--- config.mk ---
export PLATFORM = sky130hd
export DESIGN_NAME = mshs_top
export DESIGN_NICKNAME = d
export VERILOG_FILES = /design/src/core/mshs_pkg.sv /design/src/core/mshs_sync.sv /design/src/core/mshs_hold.sv /design/src/core/mshs_top.sv
export SDC_FILE = /design/constraint.sdc
export NUM_CORES = 1
export LEC_CHECK = 0
export BUFFER_PORTS_ARGS = -buffer_cell sky130_fd_sc_hd__clkbuf_2
export CORE_ASPECT_RATIO = 0.8
export CORE_UTILIZATION = 45
export DETAILED_ROUTE_END_ITERATION = 8
export GPL_ROUTABILITY_DRIVEN = 0
export PLACE_DENSITY_LB_ADDON = 0.25
export SLEW_MARGIN = 5
export SYNTH_ARGS = -nofsm -noshare
export SYNTH_HDL_FRONTEND = slang
export SYNTH_SLANG_ARGS = --single-unit
export TNS_END_PERCENT = 5
--- constraint.sdc ---
create_clock -name SYS_CLK_I -period 2 [get_ports SYS_CLK_I]
set_input_delay 0.2 -clock SYS_CLK_I [delete_from_list [all_inputs] [get_ports SYS_CLK_I]]
set_output_delay 0.2 -clock SYS_CLK_I [all_outputs]
set_load 0.02 [all_outputs]
--- src/core/mshs_pkg.sv ---
// Shared types and constants for the multi-unit start/halt coordinator.
// Assumes one 50 MHz system clock and open-collector peer lines.
package mshs_pkg;

    // ************************************************************
    // Timing
    // ************************************************************
    localparam int unsigned CLK_PERIOD_NS    = 20;
    // Least time the halt line is held low after a unit stops
    localparam int unsigned HALT_HOLD_NS     = 100;
    localparam int unsigned HALT_HOLD_CYCLES =
        (HALT_HOLD_NS + CLK_PERIOD_NS - 1) / CLK_PERIOD_NS;
    localparam int unsigned HOLD_CNT_W       = 8;
    // Cycles a new member waits before trusting the synchronised line
    localparam logic [1:0]  JOIN_SETTLE_CYCLES = 2'h2;

    // ************************************************************
    // Reset values and encodings
    // ************************************************************
    localparam logic [1:0] ROLE_CODE_INDEP  = 2'h0;
    localparam logic [1:0] ROLE_CODE_MASTER = 2'h1;
    localparam logic [1:0] ROLE_CODE_SLAVE  = 2'h2;
    localparam logic       JOINT_RESET      = 1'h0;
    localparam logic       LINE_RELEASED    = 1'h1;

    typedef enum logic [1:0] {
        INDEPENDENT_ROLE = ROLE_CODE_INDEP,
        MASTER_ROLE      = ROLE_CODE_MASTER,
        SLAVE_ROLE       = ROLE_CODE_SLAVE
    } mshs_role_t;

    typedef enum logic [1:0] {
        ST_IDLE,
        ST_WAIT,
        ST_RUN
    } mshs_state_t;

    // ************************************************************
    // Carriers
    // ************************************************************
    // One-cycle command strobes from the operator side
    typedef struct packed {
        logic role_setup_command;
        logic run_command;
        logic halt_command;
        logic group_run_command;
        logic group_halt_command;
        logic total_run_command;
    } mshs_cmd_t;

    // Values loaded by role_setup_command
    typedef struct packed {
        logic [1:0] role;
        logic       joint_start_flag;
    } mshs_cfg_t;

endpackage

--- src/core/mshs_sync.sv ---
// Two-flop synchroniser for one level from a shared peer line.
// Assumes the line may change at any time relative to the clock.
`timescale 1ns/1ps
module mshs_sync
    import mshs_pkg::*;
(
    input  wire logic clk_i,    // System clock
    input  wire logic rst_b_i,  // Async reset, active low
    input  wire logic d_i,      // Asynchronous level
    output logic      q_o       // Synchronised level
);

    logic meta;

    // First stage feeds only the second; resets to an idle line
    always_ff @(posedge clk_i or negedge rst_b_i) begin
        if (!rst_b_i) begin
            meta <= LINE_RELEASED;
            q_o  <= LINE_RELEASED;
        end else begin
            meta <= d_i;
            q_o  <= meta;
        end
    end

endmodule

--- src/core/mshs_hold.sv ---
// Retriggerable hold timer: output high for a set number of cycles.
// Assumes the trigger is a one-cycle pulse on the same clock.
`timescale 1ns/1ps
module mshs_hold
    import mshs_pkg::*;
#(
    parameter int unsigned CYCLES = HALT_HOLD_CYCLES
) (
    input  wire logic clk_i,    // System clock
    input  wire logic rst_b_i,  // Async reset, active low
    input  wire logic trig_i,   // Start or restart the hold
    output logic      active_o  // High while holding
);

    logic [HOLD_CNT_W-1:0] count;
    logic [HOLD_CNT_W-1:0] next_count;
    logic                  next_active;

    always_comb begin
        next_count = count;
        if (trig_i) begin
            next_count = HOLD_CNT_W'(CYCLES);
        end else if (count != '0) begin
            next_count = count - HOLD_CNT_W'(1);
        end
        next_active = (next_count != '0);
    end

    always_ff @(posedge clk_i or negedge rst_b_i) begin
        if (!rst_b_i) begin
            count    <= '0;
            active_o <= 1'b0;
        end else begin
            count    <= next_count;
            active_o <= next_active;
        end
    end

endmodule

--- src/core/mshs_top.sv ---
// Start/halt coordinator for one unit in a chain of emulator units.
// Assumes peers share two open-collector lines (ready, halt), pulled up
// externally, and that operator commands arrive as one-cycle strobes.
`timescale 1ns/1ps

// Contract
// - Role 0 independent, 1 master, 2 slave
// - Joint-start flag, reset to not joined
// - Slave always counts as joined
// - Group commands act only on joined units
// - Unjoined unit runs at once on run
// - Joined unit waits for all joined ready
// - Master starts no earlier than slaves
// - Slave starts when masters and slaves ready
// - Role affects starting only by making a slave joined
// - Master or slave stop halts all slaves
// - Group run starts joined units together
// - Held-back joined unit reports waiting state
// - Total run starts unit unconditionally; in the code a halt in the same cycle wins while waiting
module mshs_top
    import mshs_pkg::*;
#(
    parameter int unsigned HOLD_CYCLES = HALT_HOLD_CYCLES
) (
    input  wire logic       SYS_CLK_I,      // 50 MHz system clock
    input  wire logic       RST_B_I,        // Async reset, active low
    input  wire mshs_cmd_t  CMD_I,          // Operator command strobes
    input  wire mshs_cfg_t  CFG_I,          // Values for role setup
    input  wire logic       READY_LINE_I,   // Shared ready line level
    output logic            READY_LINE_O,   // Ready line drive value
    output logic            READY_LINE_OE_O,// Pull ready line low
    input  wire logic       HALT_LINE_I,    // Shared halt line level
    output logic            HALT_LINE_O,    // Halt line drive value
    output logic            HALT_LINE_OE_O, // Pull halt line low
    output mshs_role_t      ROLE_O,         // Current role
    output logic            JOINED_O,       // Effective joint membership
    output logic            WAITING_O,      // Waiting to run
    output logic            RUNNING_O       // Running
);

    // ************************************************************
    // Peer line synchronisers
    // ************************************************************
    logic ready_line_s;
    logic halt_line_s;

    mshs_sync u_ready_sync (
        .clk_i   (SYS_CLK_I),
        .rst_b_i (RST_B_I),
        .d_i     (READY_LINE_I),
        .q_o     (ready_line_s)
    );

    mshs_sync u_halt_sync (
        .clk_i   (SYS_CLK_I),
        .rst_b_i (RST_B_I),
        .d_i     (HALT_LINE_I),
        .q_o     (halt_line_s)
    );

    // ************************************************************
    // Configuration
    // ************************************************************
    mshs_role_t role;
    mshs_role_t next_role;
    logic       joint_flag;
    logic       next_joint_flag;
    logic       joined;

    always_comb begin
        next_role       = role;
        next_joint_flag = joint_flag;
        if (CMD_I.role_setup_command) begin
            unique case (CFG_I.role)
                ROLE_CODE_MASTER: next_role = MASTER_ROLE;
                ROLE_CODE_SLAVE:  next_role = SLAVE_ROLE;
                // Undefined code 3 falls back to independent
                default:          next_role = INDEPENDENT_ROLE;
            endcase
            next_joint_flag = CFG_I.joint_start_flag;
        end
    end

    always_ff @(posedge SYS_CLK_I or negedge RST_B_I) begin
        if (!RST_B_I) begin
            role       <= INDEPENDENT_ROLE;
            joint_flag <= JOINT_RESET;
        end else begin
            role       <= next_role;
            joint_flag <= next_joint_flag;
        end
    end

    assign joined = joint_flag | (role == SLAVE_ROLE);

    // ************************************************************
    // Ready line settle guard
    // ************************************************************
    // The synchronised line trails our own pull by the synchroniser depth;
    // a unit that has only just joined would otherwise read a stale
    // released level and start ahead of peers that joined with it.
    logic [1:0] join_age;
    logic [1:0] next_join_age;
    logic       line_settled;

    always_comb begin
        next_join_age = join_age;
        if (!joined) begin
            next_join_age = 2'h0;
        end else if (join_age != JOIN_SETTLE_CYCLES) begin
            next_join_age = join_age + 2'h1;
        end
    end

    always_ff @(posedge SYS_CLK_I or negedge RST_B_I) begin
        if (!RST_B_I) begin
            join_age <= 2'h0;
        end else begin
            join_age <= next_join_age;
        end
    end

    // no start on a stale line sample
    assign line_settled = (join_age == JOIN_SETTLE_CYCLES);

    // ************************************************************
    // Run state
    // ************************************************************
    mshs_state_t state;
    mshs_state_t next_state;
    logic        own_stop;
    logic        start_cmd;
    logic        halt_cmd;

    always_comb begin
        start_cmd = CMD_I.run_command | (CMD_I.group_run_command & joined);
        halt_cmd  = CMD_I.halt_command | (CMD_I.group_halt_command & joined);
    end

    always_comb begin
        next_state = state;
        own_stop   = 1'b0;
        unique case (state)
            ST_IDLE: begin
                if (CMD_I.total_run_command) begin
                    next_state = ST_RUN;
                end else if (start_cmd) begin
                    next_state = joined ? ST_WAIT : ST_RUN;
                end
            end
            ST_WAIT: begin
                if (halt_cmd) begin
                    next_state = ST_IDLE;
                end else if (CMD_I.total_run_command || !joined) begin
                    next_state = ST_RUN;
                // released line starts all at once
                end else if (line_settled && ready_line_s == LINE_RELEASED) begin
                    next_state = ST_RUN;
                end
            end
            ST_RUN: begin
                if (halt_cmd) begin
                    next_state = ST_IDLE;
                    own_stop   = 1'b1;
                end else if (role == SLAVE_ROLE && halt_line_s != LINE_RELEASED) begin
                    next_state = ST_IDLE;
                end
            end
        endcase
    end

    always_ff @(posedge SYS_CLK_I or negedge RST_B_I) begin
        if (!RST_B_I) begin
            state <= ST_IDLE;
        end else begin
            state <= next_state;
        end
    end

    // ************************************************************
    // Halt line pulse
    // ************************************************************
    // Only a stop of our own making is broadcast; a slave stopped by the
    // line stays quiet, otherwise slaves would retrigger one another.
    logic halt_trig;

    assign halt_trig = own_stop & (role != INDEPENDENT_ROLE);

    // hold flop drives halt pull
    // Taken straight from the hold flop so the pull starts with the stop
    mshs_hold #(
        .CYCLES (HOLD_CYCLES)
    ) u_halt_hold (
        .clk_i    (SYS_CLK_I),
        .rst_b_i  (RST_B_I),
        .trig_i   (halt_trig),
        .active_o (HALT_LINE_OE_O)
    );

    // ************************************************************
    // Registered outputs
    // ************************************************************
    logic next_joined;
    logic next_ready_oe;
    logic next_waiting;
    logic next_running;

    always_comb begin
        next_joined   = next_joint_flag | (next_role == SLAVE_ROLE);
        // pull ready low only when joined and idle
        // Hazard: a joined idle unit must hold the line so no peer starts
        // ahead of it; running units release so late joiners see no block.
        next_ready_oe = next_joined && (next_state == ST_IDLE);
        next_waiting  = (next_state == ST_WAIT);
        next_running  = (next_state == ST_RUN);
    end

    always_ff @(posedge SYS_CLK_I or negedge RST_B_I) begin
        if (!RST_B_I) begin
            READY_LINE_O    <= 1'b0;
            READY_LINE_OE_O <= 1'b0;
            HALT_LINE_O     <= 1'b0;
            ROLE_O          <= INDEPENDENT_ROLE;
            JOINED_O        <= 1'b0;
            WAITING_O       <= 1'b0;
            RUNNING_O       <= 1'b0;
        end else begin
            // Open collector: drive value stays low, the enable does the work
            READY_LINE_O    <= 1'b0;
            READY_LINE_OE_O <= next_ready_oe;
            HALT_LINE_O     <= 1'b0;
            ROLE_O          <= next_role;
            JOINED_O        <= next_joined;
            WAITING_O       <= next_waiting;
            RUNNING_O       <= next_running;
        end
    end

endmodule

# Yosys cells after proc, flatten, opt, wreduce, memory -nomap -nowiden
# Index checks and enable logic that the tools add are counted.
# word_totals
ff_bits,24
input_bits,13
output_inout_bits,9
# classes
eq_ne,11
add_sub_neg,2
n_bitwise,8
mux,18
reduce_logical,10
# ops
operator,n
$mux W2,11
$mux W8,2
$reduce_bool A8 Y1,2
$eq A2 B2 Y1 const B,6
$sub A8 B1 Y8 const B,1
$eq A2 B1 Y1 const B,3
$pmux W2 S3,1
$logic_not A2 Y1,2
$or A1 B1 Y1,4
$pmux W2 S2,1
$and A1 B1 Y1,3
$logic_and A1 B1 Y1,3
$mux W1,3
$add A2 B1 Y2 const B,1
$ne A2 B1 Y1 const B,1
$ne A2 B2 Y1 const B,1
$reduce_bool A2 Y1,1
$logic_not A1 Y1,1
$logic_or A1 B1 Y1,1
$not A1 Y1,1

# Longest topological paths before layout
# depth
depth_word,9
depth_mapped,8

# By module
# From an unflattened synthesis, not the netlist that was laid out.
# unflattened
hier_cells,132
area_unflattened_um2,1283.7
# modules_own_cells
mod,area_each_um2,cells_each,instances,seq_area_each_um2
mshs_top,604.3,63,1,275.3
mshs_hold,574.3,65,1,225.2
mshs_sync,52.6,2,2,52.6

# Worst setup path before layout
# Ideal clock, no wire load.
# synth_timing
path_kind,register to register
start,register ROLE_O[1] (netlist name)
end,register RUNNING_O
t_required_ns,1.881
t_arrival_ns,1.390
period_less_slack_ns,1.509
path_slack_ns,0.491
path_stages_with_launch,6
setup_time_ns,0.119
n_path_buf,0
path_cell_list,dfrtp_1 -> nor2b_4 -> or2_4 -> a221oi_2 -> o21ai_2 -> and2_1
# synth_lines
item,line_no,rtl
"end signal, assigned",mshs_top.sv:235,RUNNING_O <= next_running;
"end, declared",mshs_top.sv:38,output logic RUNNING_O

==> flow_metrics.env <==
export IMPL_firstDrtPassIters=4
export IMPL_wirelength_um=2240
export IMPL_slew_headroom_pct=60.9
export IMPL_synth_commonest_cells="dfrtp_1, nor2_1, o21ai_0, inv_1"
export IMPL_synth_compound_area_share_pct=13.3
export IMPL_yosys_cell_count_top_type="dfrtp_1"
export IMPL_ys_seq_area_share_pct=48.5
export IMPL_grt_max_degree=25
export IMPL_synth_edf_count=0
export IMPL_grt_overflow_total=0
export IMPL_multiInputGateArea_um2=597
export IMPL_worst_hold_path_type="in -> reg"
export IMPL_fin_nets=165
export IMPL_ir_worst_vdd_mv=0.562
export IMPL_max_freq_ghz=0.577
export IMPL_power_leakage_nw=0.673
export IMPL_setup_violations=0
export IMPL_cts_reportedPaths_clkPinSlew_ns=0.12
export IMPL_synth_adder_area_share_pct=5.01
export IMPL_syn_area_mm2=0.00125
export IMPL_fillers=235
export IMPL_power_density_mw_per_mm2=1310
export IMPL_hold_violations=0
export IMPL_synth_cell_type_count=42
export IMPL_synth_area_leaders="dfrtp_1, dfstp_2, nor2_1"
export IMPL_cts_sinks=24
export IMPL_drc_errors=0
export IMPL_fin_cells=182
export IMPL_outcome="finished, final reports clean"
export IMPL_postSynthCellCount=122
export IMPL_path_class="reg -> reg"
export IMPL_cts_made_buffers=3
export IMPL_worstSetupStartpointType="flop"
export IMPL_vias_per_cell=5.23
export IMPL_yosys_area_share_simple_pct=20.8
export IMPL_async_flop_share_pct=100
export IMPL_cts_root_buf="clkbuf_4"
export IMPL_fin_crit_sh_pct=86.7
export IMPL_ios=22
export IMPL_syn_to_final_growth_pct=15.2
export IMPL_cts_buffer_depth=2
export IMPL_first_global_vias=881
export IMPL_ys_ff_latch=24
export IMPL_drive_above_1_share_pct=27.4
export IMPL_yosysWarnings=0
export IMPL_tritoncts="built"
export IMPL_post_drt_wl_per_cell_um=12.3
export IMPL_slew_violations=0
export IMPL_ant_nets=0
export IMPL_regArea_um2=606
export IMPL_path_max_fanout=6
export IMPL_vias=952
export IMPL_clk_latency_ns=0.31
export IMPL_synth_top_family_by_area="simple AND/OR/NAND/NOR gates"
export IMPL_synth_top_cell_by_area="dfrtp_1"
export IMPL_io_buffers=19
export IMPL_drt_iter0_markers=27
export IMPL_min_period_ns=1.73
export IMPL_dieArea_mm2=0.00299
export IMPL_grt_first_pass_wirelength_um=3810
export IMPL_fin_skew_ns=0.00379
export IMPL_dp_hpwl_um=1680
export IMPL_maxCapViolCount=0
export IMPL_synthMuxAreaShare_pct=1.70
export IMPL_synthFlopType="dfrtp_1"
export IMPL_placementRows=16
export IMPL_die_y_um=49.1
export IMPL_critPathRequiredTime_ns=2.24
export IMPL_worst_ep_arrival_time_ns=1.97
export IMPL_start_util_pct=49.1
export IMPL_tightest_slew_ns=0.587
export IMPL_die_w_um=60.9
export IMPL_synth_top_cell_area_share_pct=40.1
export IMPL_n_antenna_cell=0
export IMPL_htree_levels=1
export IMPL_core_area_mm2=0.00254
export IMPL_end_kind="flop"
export IMPL_cts_resized=0
export IMPL_dp_cells=175
export IMPL_fin_setup_tns_ns=0
export IMPL_cts_setup_buffers=0
export IMPL_syn_area_per_cell_um2=10.2
export IMPL_rsz0062_at_grt="false"
export IMPL_synth_xor_area_share_pct=6.31
export IMPL_gr_usage_all_layers_pct=17.2
export IMPL_antenna_found_initial=0
cell families after synthesis:
| group | count (synthesis) |
|---|---|
| AO/OA/AOI/OAI | 25 |
| XOR/XNOR | 9 |
| adder cells (fa/ha/maj) | 5 |
| buffers and inverters | 11 |
| flip-flops | 24 |
| multiplexers | 2 |
| other | 1 |
| AND/OR/NAND/NOR | 45 |
final timing paths:
check	slack [ns]	start	end	cells past startpoint
worst max register to register	0.27	ROLE_O[0]$_DFF_PN0_	READY_LINE_OE_O$_DFF_PN0_	5
worst min-delay path	0.14	CFG_I[0]	joint_flag$_DFF_PN0_	2
worst max-delay path	0.27	ROLE_O[0]$_DFF_PN0_	READY_LINE_OE_O$_DFF_PN0_	5
max in group asynchronous	1.20	RST_B_I	u_halt_hold.count[3]$_DFF_PN0_	2
min in group asynchronous	0.41	RST_B_I	WAITING_O$_DFF_PN0_	2
worst min register to register	0.37	u_ready_sync.meta$_DFF_PN1_	u_ready_sync.q_o$_DFF_PN1_	0
cells in the final DEF, fill, tap and decap left out, types with 2 or more instances in the layout:
| cell | Yosys | routed |
|---|---|---|
| ha_1 | 5 | 5 |
| nand2_1 | 6 | 6 |
| a21oi_1 | 6 | 6 |
| or2_4 | 2 | 2 |
| nor2_1 | 19 | 19 |
| conb_1 | 1 | 2 |
| clkbuf_4 | 0 | 3 |
| nand2b_1 | 2 | 2 |
| xor2_1 | 5 | 5 |
| o21ai_0 | 8 | 8 |
| clkbuf_2 | 1 | 19 |
| dlygate4sd3_1 | 0 | 3 |
| o31ai_1 | 2 | 2 |
| nand3b_1 | 3 | 3 |
| xnor2_1 | 4 | 4 |
| inv_1 | 7 | 7 |
| dfstp_2 | 4 | 4 |
| dfrtp_1 | 20 | 20 |
cell type report:
| type | count | area share [%] |
|---|---|---|
| Clock buffer | 4 | 2.52 |
| Inverter | 8 | 2.09 |
| Multi-Input combinational cell | 88 | 41.5 |
| Sequential cell | 24 | 42.1 |
| Tap cell | 36 | 3.13 |
| Timing Repair Buffer | 22 | 8.70 |
metrics by stage:
step           hold WS (ns)  total power, mW  worst slack (ns)  area (um2)  utilization, %
6_report              0.141             1.88             0.266        1440            56.6
5_1_grt               0.138             2.04             0.158        1440            56.6
4_1_cts               0.128             1.89             0.315        1440            56.6
3_5_place_dp          0.228             1.63             0.372        1370            54.0
3_3_place_gp          0.222             1.61             0.366        1370            54.0
2_1_floorplan       -0.0956             1.44             0.491        1250               -
state kept, by name, summed over array words and instances, names as in the netlist:
signal and cells:
JOINED_O 1, READY_LINE_OE_O 1, ROLE_O 2, RUNNING_O 1, WAITING_O 1, join_age 2
joint_flag 1, state 2, u_halt_hold.active_o 1, u_halt_hold.count 8, u_halt_sync.meta 1, u_halt_sync.q_o 1
u_ready_sync.meta 1, u_ready_sync.q_o 1
power breakdown:
group / switching (mW) / internal, mW / total (mW)
clock: 0.136 / 0.111 / 0.247
sequential: 0.162 / 0.643 / 0.805
combinational: 0.454 / 0.375 / 0.829
routing by layer:
layer | wire length (um) | global-route usage, % | vias to the layer above
met4 | 15 | 2.65 | 0
met1 | 1080 | 24.8 | 456
met2 | 992 | 26.4 | 33
li1 | - | - | 461
met5 | 0 | 0 | -
met3 | 148 | 4.77 | 2
critical path, cell delays in order, from the launching register on:
cell and delay (ns):
dfrtp_1 0.48, nor2b_4 0.20, nor2_1 0.10, o311ai_1 0.36, o21ai_0 0.29, nor3b_2 0.24
timing repair:
| item | in CTS | in global routing |
|---|---|---|
| endpoints found under the setup margin | 0 | 0 |
| hold endpoints to repair | 22 | 0 |
| hold buffers | 3 | 0 |
No activity file was read; power rests on OpenSTA's default activity.
